==> src/rtl/cca_pkg.sv <==
package cca_pkg;
  // special-function addresses
  localparam logic [7:0] ADDR_CNT_LO = 8'hF9;
  localparam logic [7:0] ADDR_CNT_HI = 8'hFA;
  localparam logic [7:0] ADDR_MOD_CTRL = 8'hF7;
  localparam logic [2:0][7:0] ADDR_CMP_LO = {8'hEB, 8'hE9, 8'hFB};
  localparam logic [2:0][7:0] ADDR_CMP_HI = {8'hEC, 8'hEA, 8'hFC};
  localparam logic [2:0][7:0] ADDR_MODE = {8'hDC, 8'hDB, 8'hDA};

  // channel mode register fields
  localparam int MODE_WIDE_BIT = 7;
  localparam int MODE_CMP_EN_BIT = 6;
  localparam int MODE_TOGGLE_BIT = 2;
  localparam int MODE_MOD_EN_BIT = 1;
  localparam int MODE_IRQ_EN_BIT = 0;

  // modulation control register fields
  localparam int MODCTL_AUTORELOAD_SELECT_BIT = 7;
  localparam int MODCTL_RES_LSB = 0;
  localparam int MODCTL_RES_W = 2;

  // reset values, resolution mask and shift base
  localparam logic [7:0] RST_BYTE = 8'h00;
  localparam logic [15:0] RST_WORD = 16'h0000;
  localparam logic [15:0] FULL_MASK = 16'hFFFF;
  localparam logic [3:0] NARROW_BASE_SHIFT = 4'h8;
endpackage

==> src/rtl/cca_capture_regs.sv <==
`timescale 1ns/100ps
// Overview of operation
// - with a channel's modulation enable set, that channel drives a pulse-width waveform on its compare output pin.
// - modulation uses 8 to 11 bit resolution with the wide select clear, and 16 bit resolution with it set.
// - with modulation enable and toggle enable both set, the channel is a frequency-output generator instead.
// - a channel requests an interrupt only while its flag interrupt enable is 1 and its compare flag is set.
// - the 16-bit free-running counter is read and written as a low byte at 0xF9 and a high byte at 0xFA.
// - while the watchdog enable is 1, software writes to both counter bytes are ignored.
// - the counter high byte reads a snapshot that is loaded from the live high byte only when the low byte is read.
// - each of the three channels has a read-write compare low byte at 0xFB, 0xE9 and 0xEB.
// - the auto-reload select bit makes the channel compare byte addresses reach the auto-reload bytes instead; mode bytes are unaffected.
// - any write to a channel compare low byte clears that channel's comparator enable.
// - any write to a channel compare high byte sets that channel's comparator enable.
module cca_capture_regs #(
  parameter int NUM_CHAN = 3
) (
  // clock and reset
  input wire logic ref_clk_in,
  input wire logic rstn_in,
  // special-function register bus
  input wire logic [7:0] sfr_addr_in,
  input wire logic sfr_wr_in,
  input wire logic sfr_rd_in,
  input wire logic [7:0] sfr_wdata_in,
  output logic [7:0] sfr_rdata_out,
  // counter control
  input wire logic watchdog_enable_in,
  input wire logic count_enable_in,
  // channel events and outputs
  input wire logic [NUM_CHAN-1:0] chan_flag_clear_in,
  output logic [NUM_CHAN-1:0] chan_capture_compare_flag_out,
  output logic [NUM_CHAN-1:0] chan_irq_req_out,
  output logic [NUM_CHAN-1:0] chan_compare_output_pin_out
);

  // addresses are fixed per channel, so the count cannot change
  if (NUM_CHAN != 3) begin : g_chan_check
    $error("cca_capture_regs supports exactly three channels");
  end

  // resolution select is decoded as two bits, and the resolution, auto-reload select and wide fields must sit inside their byte
  if (cca_pkg::MODCTL_RES_W != 2 || cca_pkg::MODCTL_RES_LSB + cca_pkg::MODCTL_RES_W > 8 ||
      cca_pkg::MODCTL_AUTORELOAD_SELECT_BIT > 7 || cca_pkg::MODE_WIDE_BIT > 7) begin : g_field_check
    $error("register fields do not fit the byte layout");
  end

  logic [15:0] counter_ff;
  logic [15:0] nxt_counter;
  logic [7:0] snapshot_ff;
  logic [7:0] mod_ctrl_ff;
  logic [7:0] rdata_ff;
  logic [NUM_CHAN-1:0][7:0] cmp_lo_ff;
  logic [NUM_CHAN-1:0][7:0] cmp_hi_ff;
  logic [NUM_CHAN-1:0][7:0] reload_lo_ff;
  logic [NUM_CHAN-1:0][7:0] reload_hi_ff;
  logic [NUM_CHAN-1:0][7:0] mode_ff;
  logic [NUM_CHAN-1:0][15:0] pwm_cmp_ff;
  logic [NUM_CHAN-1:0] flag_ff;
  logic [NUM_CHAN-1:0] pin_ff;
  logic [NUM_CHAN-1:0] wr_lo;
  logic [NUM_CHAN-1:0] wr_hi;
  logic [NUM_CHAN-1:0] wr_mode;
  logic [NUM_CHAN-1:0] match;
  logic [NUM_CHAN-1:0] lo_match;
  logic [NUM_CHAN-1:0] mod_en;
  logic [NUM_CHAN-1:0] toggle_en;
  logic [NUM_CHAN-1:0] wide_sel;
  logic [NUM_CHAN-1:0] cmp_en;
  logic [NUM_CHAN-1:0] irq_en;
  logic [NUM_CHAN-1:0] freq_step;
  logic [NUM_CHAN-1:0][15:0] cmp_word;
  logic [7:0] nxt_rdata;
  logic autoreload_select;
  logic [1:0] res_sel;
  logic [3:0] mask_shift;
  logic narrow8;
  logic [15:0] res_mask;
  logic narrow_wrap;
  logic wr_cnt_lo;
  logic wr_cnt_hi;

  assign autoreload_select = mod_ctrl_ff[cca_pkg::MODCTL_AUTORELOAD_SELECT_BIT];
  assign res_sel = mod_ctrl_ff[cca_pkg::MODCTL_RES_LSB +: cca_pkg::MODCTL_RES_W];
  assign narrow8 = res_sel == 2'b00;
  // mask of the active low bits for 8 to 11 bit modulation
  assign mask_shift = cca_pkg::NARROW_BASE_SHIFT - {2'b00, res_sel};
  assign res_mask = cca_pkg::FULL_MASK >> mask_shift;
  assign narrow_wrap = (counter_ff & res_mask) == res_mask;
  assign wr_cnt_lo = sfr_wr_in && (sfr_addr_in == cca_pkg::ADDR_CNT_LO) && !watchdog_enable_in;
  assign wr_cnt_hi = sfr_wr_in && (sfr_addr_in == cca_pkg::ADDR_CNT_HI) && !watchdog_enable_in;

  always_comb begin
    for (int i = 0; i < NUM_CHAN; i++) begin
      wr_lo[i] = sfr_wr_in && (sfr_addr_in == cca_pkg::ADDR_CMP_LO[i]);
      wr_hi[i] = sfr_wr_in && (sfr_addr_in == cca_pkg::ADDR_CMP_HI[i]);
      wr_mode[i] = sfr_wr_in && (sfr_addr_in == cca_pkg::ADDR_MODE[i]);
      cmp_word[i] = {cmp_hi_ff[i], cmp_lo_ff[i]};
      match[i] = counter_ff == cmp_word[i];
      lo_match[i] = counter_ff[7:0] == cmp_lo_ff[i];
    end
  end

  // mode fields decoded once per channel
  always_comb begin
    for (int i = 0; i < NUM_CHAN; i++) begin
      mod_en[i] = mode_ff[i][cca_pkg::MODE_MOD_EN_BIT];
      toggle_en[i] = mode_ff[i][cca_pkg::MODE_TOGGLE_BIT];
      wide_sel[i] = mode_ff[i][cca_pkg::MODE_WIDE_BIT];
      cmp_en[i] = mode_ff[i][cca_pkg::MODE_CMP_EN_BIT];
      irq_en[i] = mode_ff[i][cca_pkg::MODE_IRQ_EN_BIT];
      freq_step[i] = mod_en[i] && toggle_en[i] && lo_match[i];
    end
  end

  // free-running counter; a software write wins over the count
  always_comb begin
    nxt_counter = count_enable_in ? counter_ff + 16'h0001 : counter_ff;
    if (wr_cnt_lo) begin
      nxt_counter[7:0] = sfr_wdata_in;
    end
    if (wr_cnt_hi) begin
      nxt_counter[15:8] = sfr_wdata_in;
    end
  end

  always_ff @(posedge ref_clk_in or negedge rstn_in) begin
    if (!rstn_in) begin
      counter_ff <= cca_pkg::RST_WORD;
    end else begin
      counter_ff <= nxt_counter;
    end
  end

  // snapshot keeps a 16-bit read coherent across two byte reads
  always_ff @(posedge ref_clk_in or negedge rstn_in) begin
    if (!rstn_in) begin
      snapshot_ff <= cca_pkg::RST_BYTE;
    end else if (sfr_rd_in && sfr_addr_in == cca_pkg::ADDR_CNT_LO) begin
      snapshot_ff <= counter_ff[15:8];
    end
  end

  always_ff @(posedge ref_clk_in or negedge rstn_in) begin
    if (!rstn_in) begin
      mod_ctrl_ff <= cca_pkg::RST_BYTE;
    end else if (sfr_wr_in && sfr_addr_in == cca_pkg::ADDR_MOD_CTRL) begin
      mod_ctrl_ff <= sfr_wdata_in;
    end
  end

  // compare low byte; frequency mode advances it by the high byte
  always_ff @(posedge ref_clk_in or negedge rstn_in) begin
    if (!rstn_in) begin
      cmp_lo_ff <= '0;
    end else begin
      for (int i = 0; i < NUM_CHAN; i++) begin
        if (wr_lo[i] && !autoreload_select) begin
          cmp_lo_ff[i] <= sfr_wdata_in;
        end else if (freq_step[i]) begin
          cmp_lo_ff[i] <= cmp_lo_ff[i] + cmp_hi_ff[i];
        end
      end
    end
  end

  always_ff @(posedge ref_clk_in or negedge rstn_in) begin
    if (!rstn_in) begin
      cmp_hi_ff <= '0;
    end else begin
      for (int i = 0; i < NUM_CHAN; i++) begin
        if (wr_hi[i] && !autoreload_select) begin
          cmp_hi_ff[i] <= sfr_wdata_in;
        end
      end
    end
  end

  always_ff @(posedge ref_clk_in or negedge rstn_in) begin
    if (!rstn_in) begin
      reload_lo_ff <= '0;
      reload_hi_ff <= '0;
    end else begin
      for (int i = 0; i < NUM_CHAN; i++) begin
        if (wr_lo[i] && autoreload_select) begin
          reload_lo_ff[i] <= sfr_wdata_in;
        end
        if (wr_hi[i] && autoreload_select) begin
          reload_hi_ff[i] <= sfr_wdata_in;
        end
      end
    end
  end

  // mode bits; byte writes override the comparator enable
  always_ff @(posedge ref_clk_in or negedge rstn_in) begin
    if (!rstn_in) begin
      mode_ff <= '0;
    end else begin
      for (int i = 0; i < NUM_CHAN; i++) begin
        if (wr_mode[i]) begin
          mode_ff[i] <= sfr_wdata_in;
        end else if (wr_lo[i]) begin
          mode_ff[i][cca_pkg::MODE_CMP_EN_BIT] <= 1'b0;
        end else if (wr_hi[i]) begin
          mode_ff[i][cca_pkg::MODE_CMP_EN_BIT] <= 1'b1;
        end
      end
    end
  end

  // narrow modulation threshold only reloads at wrap, avoiding glitches mid-period
  always_ff @(posedge ref_clk_in or negedge rstn_in) begin
    if (!rstn_in) begin
      pwm_cmp_ff <= '0;
    end else begin
      for (int i = 0; i < NUM_CHAN; i++) begin
        if (narrow_wrap) begin
          if (narrow8) begin
            pwm_cmp_ff[i] <= {8'h00, cmp_hi_ff[i]};
          end else begin
            pwm_cmp_ff[i] <= {reload_hi_ff[i], reload_lo_ff[i]} & res_mask;
          end
        end
      end
    end
  end

  // compare flag: a match in the clear cycle still sets it
  always_ff @(posedge ref_clk_in or negedge rstn_in) begin
    if (!rstn_in) begin
      flag_ff <= '0;
    end else begin
      for (int i = 0; i < NUM_CHAN; i++) begin
        flag_ff[i] <= (flag_ff[i] && !chan_flag_clear_in[i]) ||
          (cmp_en[i] && match[i]);
      end
    end
  end

  // compare output pin
  always_ff @(posedge ref_clk_in or negedge rstn_in) begin
    if (!rstn_in) begin
      pin_ff <= '0;
    end else begin
      for (int i = 0; i < NUM_CHAN; i++) begin
        if (mod_en[i]) begin
          if (toggle_en[i]) begin
            pin_ff[i] <= freq_step[i] ? !pin_ff[i] : pin_ff[i];
          end else if (wide_sel[i]) begin
            pin_ff[i] <= counter_ff < cmp_word[i];
          end else begin
            pin_ff[i] <= (counter_ff & res_mask) < pwm_cmp_ff[i];
          end
        end else if (toggle_en[i] && cmp_en[i] && match[i]) begin
          pin_ff[i] <= !pin_ff[i];
        end
      end
    end
  end

  // read mux; unmapped addresses give zero
  always_comb begin
    nxt_rdata = cca_pkg::RST_BYTE;
    case (sfr_addr_in)
      cca_pkg::ADDR_CNT_LO: begin
        nxt_rdata = counter_ff[7:0];
      end
      cca_pkg::ADDR_CNT_HI: begin
        nxt_rdata = snapshot_ff;
      end
      cca_pkg::ADDR_MOD_CTRL: begin
        nxt_rdata = mod_ctrl_ff;
      end
      default: begin
        for (int i = 0; i < NUM_CHAN; i++) begin
          if (sfr_addr_in == cca_pkg::ADDR_CMP_LO[i]) begin
            nxt_rdata = autoreload_select ? reload_lo_ff[i] : cmp_lo_ff[i];
          end
          if (sfr_addr_in == cca_pkg::ADDR_CMP_HI[i]) begin
            nxt_rdata = autoreload_select ? reload_hi_ff[i] : cmp_hi_ff[i];
          end
          if (sfr_addr_in == cca_pkg::ADDR_MODE[i]) begin
            nxt_rdata = mode_ff[i];
          end
        end
      end
    endcase
  end

  // read data, one cycle after the read strobe, held until the next read
  always_ff @(posedge ref_clk_in or negedge rstn_in) begin
    if (!rstn_in) begin
      rdata_ff <= cca_pkg::RST_BYTE;
    end else if (sfr_rd_in) begin
      rdata_ff <= nxt_rdata;
    end
  end

  always_comb begin
    for (int i = 0; i < NUM_CHAN; i++) begin
      chan_irq_req_out[i] = flag_ff[i] && irq_en[i];
    end
  end

  assign sfr_rdata_out = rdata_ff;
  assign chan_capture_compare_flag_out = flag_ff;
  assign chan_compare_output_pin_out = pin_ff;

endmodule

==> config.mk <==
export PLATFORM = sky130hd
export DESIGN_NAME = cca_capture_regs
export DESIGN_NICKNAME = d
export VERILOG_FILES = /design/src/rtl/cca_pkg.sv /design/src/rtl/cca_capture_regs.sv
export SDC_FILE = /design/constraint.sdc
export NUM_CORES = 1
export LEC_CHECK = 0
export ABC_AREA = 1
export BUFFER_PORTS_ARGS = -buffer_cell sky130_fd_sc_hd__buf_2
export CORE_MARGIN = 2
export CORE_UTILIZATION = 61
export DETAILED_ROUTE_END_ITERATION = 12
export GPL_TIMING_DRIVEN = 0
export PLACE_DENSITY = 0.78
export SLEW_MARGIN = 10
export SYNTH_ARGS = -nofsm -noshare
export SYNTH_HDL_FRONTEND = slang
export SYNTH_SLANG_ARGS = --single-unit
export TNS_END_PERCENT = 10
==> constraint.sdc <==
create_clock -name ref_clk_in -period 7.18 [get_ports ref_clk_in]
set_input_delay 0.359 -clock ref_clk_in [delete_from_list [all_inputs] [get_ports ref_clk_in]]
set_output_delay 0.359 -clock ref_clk_in [all_outputs]
set_load 0.1 [all_outputs]
======== Yosys cells after proc, flatten, opt, wreduce, memory -nomap -nowiden ========
Index checks and enable logic that the tools add are counted.
cells by class
  equal/unequal tests ..................... 22
  add/subtract/negate cells ............... 5
  reduce and logical (&&, ||, !) cells .... 74
  muxes and demuxes ....................... 52
  shifts and indexed selects .............. 1
  order comparisons ....................... 6
  bitwise operators ....................... 4
operators with widths
  kind                   number
  $mux 8                 23
  $eq 8x8->1 const B     12
  $lt 16x16->1           6
  $and 16x16->16         4
  $eq 16x16->1           4
  $mux 16                4
  $logic_and 1x1->1      48
  $add 8x8->8            3
  $eq 8x8->1             3
  $mux 1                 24
  $pmux 8 s3             1
  $add 16x1->16 const B  1
  $reduce_bool 2->1      8
  $shr 16x4->16 const A  1
  $ne 3x2->1 const B     3
  $reduce_bool 3->1      3
  $logic_not 1->1        8
  $reduce_and 2->1       3
  $sub 4x2->4 const A    1
  $logic_or 1x1->1       3
  $logic_not 2->1        1
storage, ports and cells
  input port bits ......................... 25
  bits in registers ....................... 214
  word-level logic and storage cells ...... 194

======== Longest topological paths before layout ========
Gate-level depths: netlist (run 1).
  depth after elaboration ................. 11
  depth in mapped cells ................... 17

======== Worst setup path after synthesis (run 1) ========
Ideal clock, no wire load.
  path kind ............................... register -> register
  from .................................... register mod_ctrl_ff[1]
  to ...................................... register pin_ff[0] (netlist: chan_compare_output_pin_out[0])
  path buffers ............................ 2
  data arrival time ....................... 2274 ps
  period minus slack after synthesis ...... 2341 ps
  cell stages (with the launch flop) ...... 15
  path slack .............................. 4839 ps
  cells stage by stage .................... dfrtp_1 -> inv_1 -> ha_1 -> buf_2 -> nor2_1 -> clkbuf_1 -> inv_1 -> nor2_1 -> ha_1 -> a211o_1 -> a21oi_1 -> nand2_1 -> nand2_1 -> nand2_1 -> nand2_1
on the way
  cells in the longest elaborated chain, start to end .. 7
ends and longest elaborated chain
  item                           RTL line                 text
  start, declared                cca_capture_regs.sv:50   logic [7:0] mod_ctrl_ff;
  start signal, assigned         cca_capture_regs.sv:145  mod_ctrl_ff <= cca_pkg::RST_BYTE;
  start signal, assigned         cca_capture_regs.sv:147  mod_ctrl_ff <= sfr_wdata_in;
  $sub 4x2->4                    cca_capture_regs.sv:86   assign mask_shift = cca_pkg::NARROW_BASE_SHIFT - {2'b00, res_sel};
  $shr 16x4->16                  cca_capture_regs.sv:87   assign res_mask = cca_pkg::FULL_MASK >> mask_shift;
  $and 16x16->16                 cca_capture_regs.sv:252  pin_ff[i] <= (counter_ff & res_mask) < pwm_cmp_ff[i];
  $lt 16x16->1                   cca_capture_regs.sv:252
  $mux 1                         cca_capture_regs.sv:249  end else if (wide_sel[i]) begin
  $mux 1                         cca_capture_regs.sv:247  if (toggle_en[i]) begin
  $mux 1                         cca_capture_regs.sv:246  if (mod_en[i]) begin
  end signal, assigned by index  cca_capture_regs.sv:248  pin_ff[i] <= freq_step[i] ? !pin_ff[i] : pin_ff[i];
  end signal, assigned by index  cca_capture_regs.sv:250  pin_ff[i] <= counter_ff < cmp_word[i];
  end signal, assigned by index  cca_capture_regs.sv:252
  end, declared                  cca_capture_regs.sv:59   logic [NUM_CHAN-1:0] pin_ff;
No other way between the ends.
A chain may end at the register's enable or synchronous reset.

======== Worst setup path in the final report (run 1) ========
  from .................................... register mod_ctrl_ff[1]
  to ...................................... register pin_ff[2] (netlist: chan_compare_output_pin_out[2])
The elaborated chain is that of the path after synthesis.

==> results of run 1 <==
==> synthesized netlist by cell type, types with 2 or more instances <==
master,count
dfrtp_1,211
nor2_1,74
buf_4,6
o211ai_1,45
nand3_2,4
o21ai_0,108
o21bai_1,10
a211o_1,2
a21oi_1,62
nand3_1,85
a31oi_1,4
nor3_1,13
inv_2,12
o21ai_2,18
nor3_2,3
nand4_1,31
nand2_4,2
buf_2,26
nand2_1,464
xnor2_1,5
inv_1,233
o21ai_1,80
buf_6,4
buf_1,2
nand2_2,13
o311ai_0,2
nor2_4,6
xor2_1,23
a21o_1,3
o221ai_1,19
o22ai_1,20
ha_1,113
fa_1,3
nor2_2,4
clkbuf_1,28
or2_2,8
==> stage by stage <==
stage          instances  cell area, um^2  hold WS [ns]
3_3_place_gp        2077            14100         0.465
5_1_grt             2122            15000        0.0238
3_5_place_dp        2079            14200         0.315
6_report            2123            15000        0.0220
4_1_cts             2122            15000        0.0231
2_1_floorplan       1758            13600        0.0634
==> cells by family after synthesis <==
| group | count (synthesis) | synth area share |
|---|---|---|
| compound gates | 375 | 0.163 |
| xor+xnor | 28 | 0.0181 |
| fa+ha+maj | 116 | 0.109 |
| buf+inv | 312 | 0.0925 |
| flops | 211 | 0.389 |
| other cells | 1 | 0.000276 |
| simple gates | 713 | 0.229 |
==> per-layer routing <==
metal,vias up,share of wire
met4,0,0.062
li1,5932,-
met5,-,0
met2,709,0.43
met1,6112,0.40
met3,158,0.11
==> state kept, by name, indices dropped and copies added (netlist names), 8 cells and up <==
| name | flops |
|---|---|
| mod_ctrl_ff | 8 |
| sfr_rdata_out | 8 |
| counter_ff | 16 |
| mode_ff | 15 |
| cmp_hi_ff | 24 |
| reload_lo_ff | 24 |
| cmp_lo_ff | 24 |
| pwm_cmp_ff | 45 |
| reload_hi_ff | 24 |
| snapshot_ff | 8 |
==> worst paths after layout <==
check / endpoint / from / depth (start not counted) / slack, ns
max reg2reg: chan_compare_output_pin_out[2]$_DFFE_PN0P_ / mod_ctrl_ff[1]$_DFFE_PN0P_ / 15 / 4.06
min in group asynchronous: pwm_cmp_ff[2]$_DFFE_PN0N_ / rstn_in / 2 / 0.35
min reg2reg: mode_ff[19]$_DFFE_PN0P_ / mode_ff[19]$_DFFE_PN0P_ / 2 / 0.48
max in group asynchronous: cmp_en[2]$_DFFE_PN0P_ / rstn_in / 3 / 6.04
min: chan_capture_compare_flag_out[1]$_DFF_PN0_ / chan_flag_clear_in[1] / 2 / 0.02
max: chan_compare_output_pin_out[2]$_DFFE_PN0P_ / mod_ctrl_ff[1]$_DFFE_PN0P_ / 15 / 4.06
==> power groups by stage <==
stage | sequential [mW] | combinational, mW | clock [mW]
2_1_floorplan | 1.42 | 0.416 | 0
3_3_place_gp | 1.43 | 0.663 | 0
3_5_place_dp | 1.43 | 0.698 | 0
4_1_cts | 1.41 | 0.703 | 1.22
5_1_grt | 1.42 | 0.797 | 1.26
6_report | 1.42 | 0.715 | 1.22
==> critical path, delay by kind of cell, from the launching register on <==
kind / cells / cell delay (ns)
simple gates: 7 / 0.95
buf+inv: 4 / 0.86
flops: 1 / 0.37
compound gates: 2 / 0.34
fa+ha+maj: 2 / 0.53
==> area by class of cell <==
cell class              count  area [um^2]
clock buffers              40          732
multi-input cells        1235         7060
clock inverters             2         38.8
well taps                 280          350
diodes                      1         2.50
inverters                 246          923
fillers                  1892         6840
plain buffers              66          333
flip-flops and latches    211         5280
repair buffers             42          270
==> what timing repair did <==
action                                 in CTS  in global routing
hold buffers                                1                  0
gates resized for setup                     0                  0
setup endpoints to repair                   0                  0
endpoints found under the hold margin      55                  0
==> results_dict.tcl, run 1 <==
set metrics [dict create \
    grt_pass1_vias 12031 \
    timing.fmax_mhz 321 \
    top_usage_layer "met2" \
    die_w_um 153 \
    via_per_inst 6.08 \
    grt_max_degree 90 \
    clkPwrFrac 0.364 \
    status "finished, final reports clean" \
    overflow 0 \
    dp_hpwl_um 35100 \
    cp_slowest_cell "clkbuf_1" \
    slew_headroom 0.0806 \
    synth_area_leaders "dfrtp_1 (39%), nand2_1 (13%), ha_1 (10%)" \
    layout_commonest_cell "nand2_1" \
    peakVddDrop_mv 0.200 \
    grt_pass1_wl_um 71300 \
    nets 1967 \
    wl_per_cell_um 22.3 \
    gp_congestion 1.00 \
    drc 0 \
    use_met1 0.541 \
    ys_dominant_reg_cell "dfrtp_1" \
    cts_num_sinks 211 \
    powerDensity_nw_per_um2 224 \
    post-cts-setup-buffers 0 \
    grt_util_met2 0.592 \
    clk_pin_slew_ns 0.06 \
    yosysUniqueCellTypes 46 \
    synth-seq-cells 211 \
    combPwrFrac 0.213 \
    layout_setup_ws_ns 4.06 \
    port_buffers 39 \
    cts_root_buf "clkbuf_16" \
    slew_viol_final 0 \
    grt_use_total 0.401 \
    route.vias.total 12911 \
    path_common_cell "nand2_1" \
    ys_warn_count 0 \
    p_total_mw 3.36 \
    tightest_slew_ns 1.38 \
    grtUsageMet3 0.104 \
    antenna_found_initial 0 \
    rsz0062_at_grt "false" \
    swShare 0.343 \
    final_cell_mix "nand2_1 (464), inv_1 (233), dfrtp_1 (211)" \
    hp-class "input pin to register" \
    die_area_um2 23500 \
    period_needed_ns 3.12 \
    cp.required_ns 7.65 \
    max_cap_violations 0 \
    core-area_um2 21800 \
    switchingPower_mw 1.15 \
    synth_edf_count 0 \
    cts.path.max_buffers 3 \
    synth_cells 1756 \
    pwr-share-seq 0.423 \
    fp.dieH_um 153 \
    postRouteAntennaNets 0 \
    p_int_mw 2.21 \
    drive_gt1_frac 0.0993 \
    pre_cts_slack_ns 4.16 \
    leakagePower_nw 7.19 \
    clk_latency_ns 0.53 \
    critPathLaunchType "register" \
    totalWireLength_um 47300 \
    start_util 0.622 \
    finalHoldViolations 0 \
    setup-tns-final_ns 0 \
    setup_viol 0 \
    max_stage_delay_ns 0.40 \
    fin_skew_ns 0.0131 \
    async_flop_share 1.00 \
    critPathKind "register to register" \
    netlist_area_um2 13600 \
    htree_levels 1 \
    cts_tree "built" \
    path_cells "inv_1 -> ha_1 -> buf_2 -> nor2_1 -> clkbuf_1 -> inv_1 -> nor2_1 -> ha_1 -> a21oi_1 -> nand2_1 -> a21oi_1 -> nand3_1 -> nand2_1 -> nand2_1 -> nand2_1" \
    fin_util 0.687 \
    yosysTopAreaCell "dfrtp_1" \
    critPathCaptureType "register" \
    area_delta_synth_final_pct 10.3 \
    fp-row-count 54 \
    synth_top_area_frac 0.389 \
    fin_crit_sh 0.434 \
    cts_made_buffers 24 \
    worstPathMaxFanout 10 \
    crit_arrival_ns 3.59 \
    avgSynthCellArea_um2 7.74 \
    first_iter_violations 1382 \
    first_pass_iters 5 \
    synth_seq_area_share 0.389 \
    pin_count 42 \
]
No activity file was read; power rests on OpenSTA's default activity.
==> run 2, diff against run 1 <==
Settings changed: CORE_UTILIZATION 61 to 57, PLACE_DENSITY 0.78 to 0.77.
Clock period 7.18 ns to 2.55 ns, I/O delays scaled along.
==> run 2 against run 1 <==
  * Flip-flop and latch count stayed put
  * Critical path type unchanged
  * Sequential share of layout area is 0.66 points lower
  * Non-clock buffer count is 14 higher
  * Largest cell class unchanged
  * Hold slack better by 0.032 ns
  * Final cell count is 2.6% higher
==> results_dict.tcl, run 2 (synthesized netlist as in run 1, its figures left out) <==
set metrics [dict create \
    grt_max_degree 96 \
    cp-endpoint "chan_compare_output_pin_out[0]$_DFFE_PN0P_" \
    worstPathBufferInverterCount 5 \
    fillers 2092 \
    largest_register "pwm_cmp_ff" \
    r2r_start "mod_ctrl_ff[1]$_DFFE_PN0P_" \
    critPathCaptureType "register" \
    slew_viol_final 0 \
    layout_commonest_cell "nand2_1" \
    hp-class "input pin to register" \
    crit_family "simple AND/OR/NAND/NOR gates" \
    powerDensity_nw_per_um2 636 \
    tightest_slew_ns 1.34 \
    core-area_um2 23400 \
    via_per_inst 5.93 \
    die_area_um2 25100 \
    cp_slowest_cell "dfrtp_1" \
    timing.fmax_mhz 413 \
    worst-path-stages 17 \
    htree_levels 1 \
    switchingPower_mw 3.31 \
    p_int_mw 6.42 \
    totalWireLength_um 48200 \
    antenna_found_initial 1 \
    fin_area_um2 15300 \
    drive_gt1_frac 0.117 \
    largest_reg_flops 45 \
    start_util 0.580 \
    holdWs_ns 0.0544 \
    setup_viol 0 \
    final_cells 2178 \
    drc 0 \
    grt_pass1_vias 12040 \
    pwr-share-seq 0.412 \
    diodes 0 \
    dp.cells 2118 \
    critPathKind "register to register" \
    first_iter_violations 1510 \
    rsz0062_at_grt "false" \
    r2r_end "chan_compare_output_pin_out[0]$_DFFE_PN0P_" \
    area_delta_synth_final_pct 12.6 \
    setup-tns-final_ns 0 \
    cts_tree "built" \
    startpoint "mod_ctrl_ff[1]$_DFFE_PN0P_" \
    cts_made_buffers 25 \
    status "finished, final reports clean" \
    first_pass_iters 6 \
    clk_pin_slew_ns 0.06 \
    dp_hpwl_um 35300 \
    grt_use_total 0.391 \
    fp.dieH_um 158 \
    pin_count 42 \
    period_needed_ns 2.42 \
    slew_headroom 0.106 \
    worstPathMaxFanout 9 \
    fin_util 0.654 \
    overflow 0 \
    multiInputGateArea_um2 7100 \
    ff2ff_path_depth 17 \
    fp-row-count 56 \
    min_from "sfr_rd_in" \
    path_cells "inv_2 -> ha_1 -> buf_4 -> nor2_2 -> buf_4 -> inv_2 -> nor2_2 -> ha_1 -> nand2_1 -> inv_1 -> nand2_1 -> nor3_2 -> nand2_1 -> nand2_2 -> nand2_1 -> nand2_1 -> nand2_1" \
    leakagePower_nw 7.28 \
    die_w_um 158 \
    crit_arrival_ns 2.85 \
    fin_skew_ns 0.0119 \
    gp_congestion 1.01 \
    postRouteAntennaNets 0 \
    regToRegSetupSlack_ns 0.13 \
    clkPwrFrac 0.380 \
    seqCellArea_um2 5290 \
    combPwrFrac 0.208 \
    path_common_cell "nand2_1" \
    max_cap_violations 0 \
    cts_num_sinks 211 \
    cts_root_buf "clkbuf_16" \
    clk_latency_ns 0.54 \
    final_cell_mix "nand2_1 (462), inv_1 (229), dfrtp_1 (203)" \
    placed_cell_area_um2 14300 \
    nets 1982 \
    max_stage_delay_ns 0.40 \
    critPathLaunchType "register" \
    swShare 0.340 \
    route.vias.total 12918 \
    finalHoldViolations 0 \
    wl_per_cell_um 22.1 \
    fin_crit_sh 0.949 \
    peakVddDrop_mv 0.526 \
    cp.required_ns 2.97 \
    port_buffers 39 \
    cts.path.max_buffers 3 \
    grt_pass1_wl_um 72000 \
]
-- run 2: cell types whose count changed in the layout (fill, tap and decap cells not counted), moves of 3 or more --
cell and change:
dlygate4sd3_1 +11, dfrtp_1 -8, dfrtp_2 +8, clkbuf_1 -6
buf_4 +5, nor2_1 -5, clkinv_2 +4, inv_1 -4
clkbuf_8 +3, inv_2 +3, nor2_2 +3
-- run 2: timing repair --
| action | CTS | global route |
|---|---|---|
| setup buffers | 0 | 3 |
| gates resized for setup | 13 | 19 |
| hold buffers | 12 | 0 |
| setup endpoints to repair | 6 | 54 |
| endpoints found under the hold margin | 133 | 0 |
| pin swaps | 0 | 0 |
-- run 2: routing by layer --
| layer | vias up | share of wire | GRT usage |
|---|---|---|---|
| li1 | 5979 | - | - |
| met1 | 6103 | 0.41 | 0.547 |
| met2 | 696 | 0.43 | 0.588 |
| met3 | 138 | 0.11 | 0.0787 |
| met4 | 2 | 0.056 | 0.178 |
| met5 | - | 0.00019 | 0 |
-- run 2: worst register-to-register path, delay by kind of cell, from the launching register on --
kind / cells / cell delay, ns
buffers and inverters: 5 / 0.61
adder cells (fa/ha/maj): 2 / 0.45
AND/OR/NAND/NOR: 10 / 0.85
flip-flops: 1 / 0.40
-- run 2: power by group through the flow --
stage	logic, mW	clock network [mW]	registers [mW]
6_report	2.02	3.69	4.01
5_1_grt	2.25	3.85	4.00
4_1_cts	1.98	3.70	3.96
3_5_place_dp	1.95	0	4.02
3_3_place_gp	1.87	0	4.02
2_1_floorplan	1.17	0	4.00
-- run 2: cell type report --
class | count | area share
flip-flops and latches | 211 | 0.346
clock buffers | 39 | 0.0496
repair buffers | 56 | 0.0263
clock inverters | 6 | 0.00523
multi-input cells | 1235 | 0.464
well taps | 319 | 0.0261
inverters | 246 | 0.0606
plain buffers | 66 | 0.0224
-- run 2: how the worst min path moves through the flow --
stage,to,slack (ns),cells past startpoint
final,snapshot_ff[0]$_DFFE_PN0P_,0.05,5
after global routing,snapshot_ff[4]$_DFFE_PN0P_,0.07,5
after CTS,snapshot_ff[0]$_DFFE_PN0P_,0.04,5
after detailed placement,pwm_cmp_ff[2]$_DFFE_PN0N_,0.09,1
after global placement,chan_capture_compare_flag_out[1]$_DFF_PN0_,0.31,2
after floorplan,chan_capture_compare_flag_out[0]$_DFF_PN0_,-0.17,0
-- run 2: per-stage QoR --
step / setup WS [ns] / total power [mW]
after floorplan: 0.209 / 5.17
after global placement: -2.31 / 5.88
after detailed placement: -0.437 / 5.97
after CTS: -0.0413 / 9.64
after global routing: 0.000277 / 10.1
final: 0.129 / 9.73
